$ cat config.mk
export PLATFORM = sky130hd
export DESIGN_NAME = bci_core
export DESIGN_NICKNAME = d
export VERILOG_FILES = /design/src/bci_pkg.sv /design/src/bci_core.sv
export SDC_FILE = /design/constraint.sdc
export NUM_CORES = 1
export LEC_CHECK = 0
export BUFFER_PORTS_ARGS = -buffer_cell sky130_fd_sc_hd__buf_2
export CORE_UTILIZATION = 65
export DETAILED_ROUTE_END_ITERATION = 8
export HOLD_SLACK_MARGIN = 0.02
export PLACE_DENSITY_LB_ADDON = 0.3
export SYNTH_ARGS = -nofsm -noshare
export SYNTH_HDL_FRONTEND = slang
export SYNTH_SLANG_ARGS = --single-unit
$ cat constraint.sdc
create_clock -name pclk -period 10.6 [get_ports pclk]
set_clock_uncertainty 0.15 [all_clocks]
set_input_delay 2.12 -clock pclk [delete_from_list [all_inputs] [get_ports pclk]]
set_output_delay 2.12 -clock pclk [all_outputs]
set_load 0.05 [all_outputs]
$ cat src/bci_pkg.sv
package bci_pkg;

  // Clock rate and oscillator settling times
  localparam int unsigned CLK_FREQ_KHZ  = 250000;
  localparam int unsigned T_STAB_CER_MS = 4;
  localparam int unsigned T_STAB_XTL_MS = 30;
  // Longest times, rounded down to whole cycles
  localparam int unsigned STAB_CER_CYC  = T_STAB_CER_MS * CLK_FREQ_KHZ;
  localparam int unsigned STAB_XTL_CYC  = T_STAB_XTL_MS * CLK_FREQ_KHZ;
  localparam int unsigned STAB_W        = 23;

  // Register byte offsets
  localparam logic [7:0] ADDR_CTRL   = 8'h00;
  localparam logic [7:0] ADDR_INSTR  = 8'h04;
  localparam logic [7:0] ADDR_PC     = 8'h08;
  localparam logic [7:0] ADDR_REGS   = 8'h0c;
  localparam logic [7:0] ADDR_PSW    = 8'h10;
  localparam logic [7:0] ADDR_STATUS = 8'h14;

  // Control fields
  localparam int unsigned CTRL_START = 0;
  localparam int unsigned CTRL_XTAL  = 1;
  localparam int unsigned CTRL_PCC   = 2;
  // Instruction fields
  localparam int unsigned INS_OP     = 0;
  localparam int unsigned INS_BIT    = 8;
  localparam int unsigned INS_DISP   = 16;
  localparam int unsigned INS_SFR    = 24;
  // Register file fields
  localparam int unsigned RG_A       = 0;
  localparam int unsigned RG_B       = 8;
  localparam int unsigned RG_C       = 16;
  localparam int unsigned RG_MEM     = 24;
  // Processor state word bits
  localparam int unsigned PSW_CY     = 0;
  localparam int unsigned PSW_Z      = 6;
  localparam int unsigned PSW_IE     = 7;

  // Reset values
  localparam logic [3:0]  CTRL_RST  = 4'h0;
  localparam logic [31:0] INSTR_RST = 32'h0000_0000;
  localparam logic [15:0] PC_RST    = 16'h0000;
  localparam logic [31:0] REGS_RST  = 32'h0000_0000;
  localparam logic [7:0]  PSW_RST   = 8'h00;

  // Operation codes
  typedef enum logic [4:0] {
    OP_NOP      = 5'h00, OP_BC       = 5'h01, OP_BNC      = 5'h02,
    OP_BZ       = 5'h03, OP_BNZ      = 5'h04, OP_BT_SADDR = 5'h05,
    OP_BT_SFR   = 5'h06, OP_BT_ACC   = 5'h07, OP_BT_PSW   = 5'h08,
    OP_BF_SADDR = 5'h09, OP_BF_SFR   = 5'h0a, OP_BF_ACC   = 5'h0b,
    OP_BF_PSW   = 5'h0c, OP_DECREMENT_AND_LOOP_BRANCH_B   = 5'h0d, OP_DECREMENT_AND_LOOP_BRANCH_C   = 5'h0e,
    OP_DECREMENT_AND_LOOP_BRANCH_MEM = 5'h0f, OP_EI       = 5'h10, OP_DI       = 5'h11,
    OP_HALT     = 5'h12, OP_STOP     = 5'h13
  } bci_op_e;

  // Core states
  typedef enum logic [2:0] {
    ST_STAB = 3'b000,
    ST_IDLE = 3'b001,
    ST_EXEC = 3'b010,
    ST_HALT = 3'b011,
    ST_STOP = 3'b100
  } bci_state_e;

endpackage : bci_pkg

$ cat src/bci_core.sv
`timescale 1ns/1ns
// Summary of operation
// - Carry and zero branches are 2 bytes, 6 clocks, PC+2+offset when the flag matches.
// - Bit-set branch on a short-direct bit is 4 bytes, 10 clocks, PC+4+offset if bit is 1.
// - Bit-set branch on an accumulator bit is 3 bytes, 8 clocks, PC+3+offset if bit is 1.
// - Bit-set branch on a state-word or special register bit is 4 bytes, 10 clocks.
// - Bit-clear branches match the bit-set forms but branch when the bit is 0.
// - Loop branch on B or C is 2 bytes, 6 clocks, decrements then branches if nonzero.
// - Loop branch on a memory byte is 3 bytes, 8 clocks, decrements then branches if nonzero.
// - Interrupt-allow is 3 bytes, 6 clocks and sets the interrupt accept flag.
// - Interrupt-block is 3 bytes, 6 clocks and clears the interrupt accept flag.
// - After reset the core always waits 4 ms (ceramic); after stop release 4 ms (ceramic) or 30 ms (crystal).
// - Instruction clocks are counted in cycles of the selected CPU clock.
module bci_core #(
  parameter int unsigned CER_CYCLES = bci_pkg::STAB_CER_CYC,
  parameter int unsigned XTL_CYCLES = bci_pkg::STAB_XTL_CYC
) (
  // Clock, reset, enable
  input  wire logic        pclk,
  input  wire logic        presetn,
  input  wire logic        ce,
  // APB slave
  input  wire logic        psel,
  input  wire logic        penable,
  input  wire logic        pwrite,
  input  wire logic [7:0]  paddr,
  input  wire logic [31:0] pwdata,
  output logic      [31:0] prdata,
  output logic             pready,
  output logic             pslverr,
  // Standby release pin
  input  wire logic        wake_in,
  // Core status
  output logic             int_accept,
  output logic             instr_done,
  output logic             cpu_run
);
  import bci_pkg::*;

  // Byte length of each operation
  function automatic logic [2:0] op_len(input logic [4:0] op);
    unique case (op)
      OP_BC, OP_BNC, OP_BZ, OP_BNZ, OP_DECREMENT_AND_LOOP_BRANCH_B, OP_DECREMENT_AND_LOOP_BRANCH_C: op_len = 3'h2;
      OP_BT_SADDR, OP_BT_SFR, OP_BT_PSW,
      OP_BF_SADDR, OP_BF_SFR, OP_BF_PSW:                  op_len = 3'h4;
      OP_BT_ACC, OP_BF_ACC, OP_DECREMENT_AND_LOOP_BRANCH_MEM, OP_EI, OP_DI:    op_len = 3'h3;
      default:                                            op_len = 3'h1;
    endcase
  endfunction : op_len
  // CPU clocks of each operation
  function automatic logic [3:0] op_clk(input logic [4:0] op);
    unique case (op)
      OP_BC, OP_BNC, OP_BZ, OP_BNZ, OP_DECREMENT_AND_LOOP_BRANCH_B, OP_DECREMENT_AND_LOOP_BRANCH_C,
      OP_EI, OP_DI:                                       op_clk = 4'h6;
      OP_BT_SADDR, OP_BT_SFR, OP_BT_PSW,
      OP_BF_SADDR, OP_BF_SFR, OP_BF_PSW:                  op_clk = 4'ha;
      OP_BT_ACC, OP_BF_ACC, OP_DECREMENT_AND_LOOP_BRANCH_MEM:                  op_clk = 4'h8;
      default:                                            op_clk = 4'h2;
    endcase
  endfunction : op_clk

  // State
  bci_state_e        state_q, state_d;
  logic [3:0]        ctrl_q;
  logic [31:0]       instr_q;
  logic [15:0]       pc_q, pc_d;
  logic [31:0]       regs_q, regs_d;
  logic [7:0]        psw_q, psw_d;
  logic [4:0]        op_q;
  logic              taken_q;
  logic [7:0]        dec_q;
  logic [3:0]        cnt_q;
  logic [2:0]        div_q;
  logic [STAB_W-1:0] stab_q, stab_d;
  logic              w1_q, w2_q, w3_q, wake_q;
  logic [31:0]       prdata_q;
  logic              pready_q, pslverr_q, done_q, run_q;

  // APB decode
  wire setup_w = psel & ~penable & ~pready_q;
  wire acc_w   = psel & penable & pready_q;
  wire wr_w    = acc_w & pwrite;
  wire hit_ctl = (paddr == ADDR_CTRL);
  wire hit_ins = (paddr == ADDR_INSTR);
  wire hit_pc  = (paddr == ADDR_PC);
  wire hit_rg  = (paddr == ADDR_REGS);
  wire hit_psw = (paddr == ADDR_PSW);
  wire hit_st  = (paddr == ADDR_STATUS);
  wire mapped  = hit_ctl | hit_ins | hit_pc | hit_rg | hit_psw | hit_st;
  // Operand registers are locked while an instruction runs
  wire busy_w  = (state_q == ST_EXEC);
  wire wr_ok   = wr_w & ~busy_w;
  // Read mux
  wire [31:0] status_w = {27'h0, state_q == ST_STAB, state_q == ST_STOP,
                          state_q == ST_HALT, taken_q, busy_w};
  wire [31:0] rd_w = hit_ctl ? {28'h0, ctrl_q} :
                     hit_ins ? instr_q :
                     hit_pc  ? {16'h0, pc_q} :
                     hit_rg  ? regs_q :
                     hit_psw ? {24'h0, psw_q} :
                     hit_st  ? status_w : 32'h0;

  // Instruction fields
  wire [4:0] op_w   = instr_q[INS_OP +: 5];
  wire [2:0] bit_w  = instr_q[INS_BIT +: 3];
  wire [7:0] disp_w = instr_q[INS_DISP +: 8];
  wire [7:0] sfr_w  = instr_q[INS_SFR +: 8];
  wire [7:0] a_w    = regs_q[RG_A +: 8];
  wire [7:0] b_w    = regs_q[RG_B +: 8];
  wire [7:0] c_w    = regs_q[RG_C +: 8];
  wire [7:0] mem_w  = regs_q[RG_MEM +: 8];

  // Start request, taken only when the core idles
  wire go_w = ce & wr_ok & hit_ctl & pwdata[CTRL_START] & (state_q == ST_IDLE);
  // Selected CPU clock: one tick every 2^sel bus clocks, phase set at start
  wire [1:0] pcc_w   = ctrl_q[CTRL_PCC +: 2];
  wire [2:0] mask_w  = (pcc_w == 2'h0) ? 3'h0 : (pcc_w == 2'h1) ? 3'h1 :
                       (pcc_w == 2'h2) ? 3'h3 : 3'h7;
  wire       tick_w  = ((div_q & mask_w) == 3'h0);
  wire       fin_w   = busy_w & tick_w & (cnt_q == op_clk(op_q) - 4'h1);

  // Tested bit and loop result, captured at start
  wire       bit_a   = a_w[bit_w];
  wire       bit_m   = mem_w[bit_w];
  wire       bit_s   = sfr_w[bit_w];
  wire       bit_p   = psw_q[bit_w];
  wire [7:0] dec_w   = (op_w == OP_DECREMENT_AND_LOOP_BRANCH_B) ? b_w - 8'h1 :
                       (op_w == OP_DECREMENT_AND_LOOP_BRANCH_C) ? c_w - 8'h1 : mem_w - 8'h1;
  logic      cond_w;
  always_comb begin
    unique case (op_w)
      OP_BC:       cond_w = psw_q[PSW_CY];
      OP_BNC:      cond_w = ~psw_q[PSW_CY];
      OP_BZ:       cond_w = psw_q[PSW_Z];
      OP_BNZ:      cond_w = ~psw_q[PSW_Z];
      OP_BT_SADDR: cond_w = bit_m;
      OP_BT_SFR:   cond_w = bit_s;
      OP_BT_ACC:   cond_w = bit_a;
      OP_BT_PSW:   cond_w = bit_p;
      OP_BF_SADDR: cond_w = ~bit_m;
      OP_BF_SFR:   cond_w = ~bit_s;
      OP_BF_ACC:   cond_w = ~bit_a;
      OP_BF_PSW:   cond_w = ~bit_p;
      OP_DECREMENT_AND_LOOP_BRANCH_B, OP_DECREMENT_AND_LOOP_BRANCH_C, OP_DECREMENT_AND_LOOP_BRANCH_MEM:
                   cond_w = (dec_w != 8'h0);
      default:     cond_w = 1'b0;
    endcase
  end

  // Branch target from the offset, sign-extended
  logic [7:0] disp_q;
  wire [15:0] sext_w   = {{8{disp_q[7]}}, disp_q};
  wire [15:0] target_w = pc_q + {13'h0, op_len(op_q)} + (taken_q ? sext_w : 16'h0);
  // Settle count for the selected resonator
  wire [STAB_W-1:0] stab_load = ctrl_q[CTRL_XTAL] ? STAB_W'(XTL_CYCLES - 1) :
                                                    STAB_W'(CER_CYCLES - 1);

  // Next state; a pending wake never cancels a standby entered this cycle
  always_comb begin
    state_d = state_q;
    stab_d  = stab_q;
    unique case (state_q)
      ST_STAB: begin
        if (stab_q == '0) begin
          state_d = ST_IDLE;
        end else begin
          stab_d = stab_q - STAB_W'(1);
        end
      end
      ST_IDLE: begin
        if (go_w) begin
          state_d = ST_EXEC;
        end
      end
      ST_EXEC: begin
        if (fin_w) begin
          state_d = (op_q == OP_HALT) ? ST_HALT :
                    (op_q == OP_STOP) ? ST_STOP : ST_IDLE;
        end
      end
      ST_HALT: begin
        if (wake_q) begin
          state_d = ST_IDLE;
        end
      end
      ST_STOP: begin
        if (wake_q) begin
          state_d = ST_STAB;
          stab_d  = stab_load;
        end
      end
      default: begin
        state_d = ST_STAB;
        stab_d  = stab_load;
      end
    endcase
  end

  // Architectural updates from bus writes and at the end of an instruction
  always_comb begin
    pc_d   = pc_q;
    regs_d = regs_q;
    psw_d  = psw_q;
    if (wr_ok & hit_pc) begin
      pc_d = pwdata[15:0];
    end
    if (wr_ok & hit_rg) begin
      regs_d = pwdata;
    end
    if (wr_ok & hit_psw) begin
      psw_d = pwdata[7:0];
    end
    if (fin_w) begin
      pc_d = target_w;
      unique case (op_q)
        OP_DECREMENT_AND_LOOP_BRANCH_B:   regs_d[RG_B +: 8] = dec_q;
        OP_DECREMENT_AND_LOOP_BRANCH_C:   regs_d[RG_C +: 8] = dec_q;
        OP_DECREMENT_AND_LOOP_BRANCH_MEM: regs_d[RG_MEM +: 8] = dec_q;
        OP_EI:       psw_d[PSW_IE] = 1'b1;
        OP_DI:       psw_d[PSW_IE] = 1'b0;
        default:     psw_d = psw_q;
      endcase
    end
  end

  // Wake pin: three stages, accepted when the last two agree
  always_ff @(posedge pclk or negedge presetn) begin
    if (!presetn) begin
      {w1_q, w2_q, w3_q, wake_q} <= 4'h0;
    end else if (ce) begin
      w1_q <= wake_in;
      w2_q <= w1_q;
      w3_q <= w2_q;
      wake_q <= (w2_q == w3_q) ? w3_q : wake_q;
    end
  end

  // Core sequencing; divider restarts at a start so no partial CPU clock is counted
  always_ff @(posedge pclk or negedge presetn) begin
    if (!presetn) begin
      state_q <= ST_STAB;
      stab_q  <= STAB_W'(CER_CYCLES - 1);
      div_q   <= 3'h0;
      cnt_q   <= 4'h0;
    end else if (ce) begin
      state_q <= state_d;
      stab_q  <= stab_d;
      div_q   <= go_w ? 3'h1 : div_q + 3'h1;
      cnt_q   <= go_w ? 4'h0 : (busy_w & tick_w) ? cnt_q + 4'h1 : cnt_q;
    end
  end

  // Snapshot of the started instruction
  always_ff @(posedge pclk or negedge presetn) begin
    if (!presetn) begin
      op_q    <= OP_NOP;
      taken_q <= 1'b0;
      dec_q   <= 8'h0;
      disp_q  <= 8'h0;
    end else if (go_w) begin
      op_q    <= op_w;
      taken_q <= cond_w;
      dec_q   <= dec_w;
      disp_q  <= disp_w;
    end
  end

  // Software-visible registers
  always_ff @(posedge pclk or negedge presetn) begin
    if (!presetn) begin
      ctrl_q  <= CTRL_RST;
      instr_q <= INSTR_RST;
      pc_q    <= PC_RST;
      regs_q  <= REGS_RST;
      psw_q   <= PSW_RST;
    end else if (ce) begin
      if (wr_ok & hit_ctl) begin
        ctrl_q <= {pwdata[3:1], 1'b0}; // Start reads back as zero
      end
      if (wr_ok & hit_ins) begin
        instr_q <= pwdata;
      end
      pc_q   <= pc_d;
      regs_q <= regs_d;
      psw_q  <= psw_d;
    end
  end

  // APB answer one cycle after setup; unmapped offsets flag an error
  always_ff @(posedge pclk or negedge presetn) begin
    if (!presetn) begin
      prdata_q  <= 32'h0;
      pready_q  <= 1'b0;
      pslverr_q <= 1'b0;
      done_q    <= 1'b0;
      run_q     <= 1'b0;
    end else if (ce) begin
      pready_q  <= setup_w;
      prdata_q  <= setup_w ? (pwrite ? 32'h0 : rd_w) : prdata_q;
      pslverr_q <= setup_w & ~mapped;
      done_q    <= fin_w;
      run_q     <= (state_d == ST_IDLE) | (state_d == ST_EXEC);
    end
  end

  assign prdata     = prdata_q;
  assign pready     = pready_q;
  assign pslverr    = pslverr_q;
  assign int_accept = psw_q[PSW_IE];
  assign instr_done = done_q;
  assign cpu_run    = run_q;

  // Helper: bus clocks spent since start, blind to the divider
  logic [6:0] tk_q;
  always_ff @(posedge pclk or negedge presetn) begin
    if (!presetn) begin
      tk_q <= 7'h0;
    end else if (ce) begin
      tk_q <= go_w ? 7'h0 : busy_w ? tk_q + 7'h1 : tk_q;
    end
  end
endmodule : bci_core

==> metrics <==
status finished, final reports clean; clk_lat worst skew 0.44 ns; Seq cells post-synth 186; Gate power share 17.4%; commonest cells after routing, fill and taps aside dfrtp_1 (174), nand2_1 (139), o21ai_0 (96); ratio of cells with drive above 1 in the final layout 18.6%; RSZ-0062 raised after global routing no; PwrDens 153 mW/mm²; sequential fraction of the synthesis area 44.3%; Internal 1.22 mW; Hold Fails Final Rpt 0; Worst path slowest cell nand2_1; CTS tree done; CP max stage delay 0.77 ns; Worst setup SP type primary input; FILL cells 1,154; CP most frequent cell and2_1; asr flop ratio synth 100%; CP Data Arrival Time 5.27 ns; DRT iter0 DRCs 1,055; setup slack, reg-to-reg 6.04 ns; # DRC 0; post-route setup slack 5.54 ns; first-pass GRT wire length 45,100 µm; Crit path required time 10.81 ns; drt first pass iters 6; Switching Fraction 31.1%; Final Slew Violations 0; Max Clk Rate 0.198 GHz; Port Buffers 83; pre-CTS setup slack 5.28 ns; initial antenna violation count 1; CP Capture Type flip-flop; peak supply drop 0.000138 V; Layout area overhead 9.95%; Synth Flop Type dfrtp_1; Worst Tran Pin Value 1.21 ns; Rows 46; CP max FO 27; end point of the critical path regs_q[23]; critical path, cell by cell buf_2 -> nor3_1 -> and2_1 -> and3_1 -> and2_1 -> nand2_1 -> a21oi_2 -> a2bb2oi_1; GRT overflow 0; Net Switching 0.550 mW; hold slack 0.325 ns; clock root buffer clkbuf_16; WL/cell 20.5 µm; Routed Wire Length 28,200 µm; Die X 129 µm; vias 8,983; count of different cell masters after synthesis 72; Die H 129 µm; GRT Total Usage 35.8%; postcts setup bufs 0; TritonCTS Sinks 186; hold buffers post-CTS 0; Final min period 5.06 ns; Worst-path clk slew 0.07 ns; commonest non-fill, non-tap cell in the layout dfrtp_1; endpoints failing setup 0; beginning of the worst hold path prdata[0]; DP HPWL 19,900 µm; ANT cells 0; Clock Power Share 34.3%; critical path class in2reg; Pleak 5.31 nW; I/O pin count 84; post-synthesis instance area 0.0105 mm²; H-tree depth 4; Synthesized Nets 1,190; vias in the first global route 8,424; Mapped Cells 1,100; Die Footprint 0.0167 mm²; Post-Syn Area per Cell 9.57 µm²; Vias/cell 6.54; Flop pwr share 48.4%; EDFF count, synth 0; Slew HR 19.2%; Syn. warnings 0; Post-layout nets 1,235; RePlAce Congestion 0.925; Critical R2R Launch op_q[0]; fin crit share 47.8%; CTS Buf Count 17; FF-to-FF End pc_q[15]; max-cap viol count 0; largest net degree at the start of global routing 119; HP Class reg2reg; ANT nets after route 0; post-cts sizing count 0; Critical Path Start paddr[1]; core footprint 0.0158 mm²; Initial Util 66.5%; clock buffer depth 2; TNS Setup 0 ns; Reg2Reg Depth 21
critical path, delay by kind of cell:
kind / cells / cell delay, ns
AO/OA/AOI/OAI: 2 / 0.86
buffers and inverters: 1 / 0.10
AND/OR/NAND/NOR: 5 / 2.19
synthesized netlist by cell type (all sizes together) (7+ instances only):
cell type | n | area (µm²)
a22oi | 25 | 188
nand3 | 15 | 75.1
ha | 39 | 488
or3 | 7 | 43.8
a31oi | 8 | 50.1
inv | 40 | 150
mux2 | 54 | 608
dfrtp | 174 | 4350
nor3 | 35 | 185
buf | 15 | 72.6
xnor2 | 18 | 158
nand2b | 15 | 93.8
xor2 | 16 | 140
and2 | 12 | 75.1
o211ai | 7 | 52.6
clkbuf | 49 | 184
mux4 | 9 | 203
nand2 | 142 | 541
a21oi | 63 | 327
o22ai | 34 | 213
nor2 | 69 | 259
o21ai | 97 | 485
mux2i | 14 | 140
nor2b | 7 | 43.8
dfstp | 12 | 315
a2bb2oi | 24 | 210
final cells by class:
cell class                 count  area, µm²  share of cell area, %
timing repair buffer          90        474                   4.10
multi-input combinational    809       5450                   47.1
inverter                      41        154                   1.33
sequential                   186       4670                   40.3
clock inverter                14        115                  0.994
tap                          216        270                   2.33
clock buffer                  18        439                   3.79
registers in the layout, indices dropped and copies added (netlist names):
register	count
disp_q	8
stab_q	23
w1_q	1
wake_q	1
prdata	32
cnt_q	4
instr_done	1
regs_q	32
op_q	5
div_q	3
w2_q	1
pc_q	16
psw_q	8
cpu_run	1
pslverr	1
pready	1
w3_q	1
instr_q	32
state_q	3
ctrl_q	3
taken_q	1
dec_q	8
routing by layer:
| metal | vias to the layer above | wire, µm | global-route usage (%) |
|---|---|---|---|
| li1 | 4078 | - | - |
| met1 | 4380 | 11700 | 48.7 |
| met2 | 448 | 13100 | 55.4 |
| met3 | 77 | 2400 | 8.67 |
| met4 | 0 | 959 | 14.6 |
| met5 | - | 0 | 0 |
per-stage QoR:
step / util (%) / area [µm²] / cells / power (mW)
after global placement: 69.6 / 11000 / 1342 / 1.15
final: 73.1 / 11600 / 1374 / 1.77
after global routing: 73.1 / 11600 / 1374 / 1.85
after detailed placement: 69.6 / 11000 / 1342 / 1.17
after CTS: 73.1 / 11600 / 1374 / 1.77
after floorplan: - / 10500 / 1100 / 1.07
logic make-up (layout without fill, tap and decap cells):
family          count (synthesis)  in the layout  synth area share (%)
xor+xnor                       34             34                  2.83
flops                         186            186                  44.3
mux                            77             77                  9.03
simple gates                  337            337                  15.1
buf+inv                       105            163                  3.90
compound gates                318            318                  19.4
fa+ha+maj                      43             43                  5.40
power by group through the flow:
| stage | sequential (mW) | clock [mW] | combinational (mW) |
|---|---|---|---|
| after floorplan | 0.846 | 0 | 0.220 |
| after global placement | 0.862 | 0 | 0.290 |
| after detailed placement | 0.864 | 0 | 0.303 |
| after CTS | 0.852 | 0.609 | 0.307 |
| after global routing | 0.862 | 0.636 | 0.348 |
| final | 0.854 | 0.606 | 0.307 |
how the worst min path moves through the flow:
stage          cells after the start        end  slack, ns
2_1_floorplan                      2  disp_q[0]       0.29
3_3_place_gp                       2  disp_q[2]       0.30
3_5_place_dp                       2  disp_q[6]       0.31
4_1_cts                            2  disp_q[2]       0.33
5_1_grt                            2  prdata[0]       0.35
6_report                           2  prdata[0]       0.32
(Power assumes the default switching activity.)
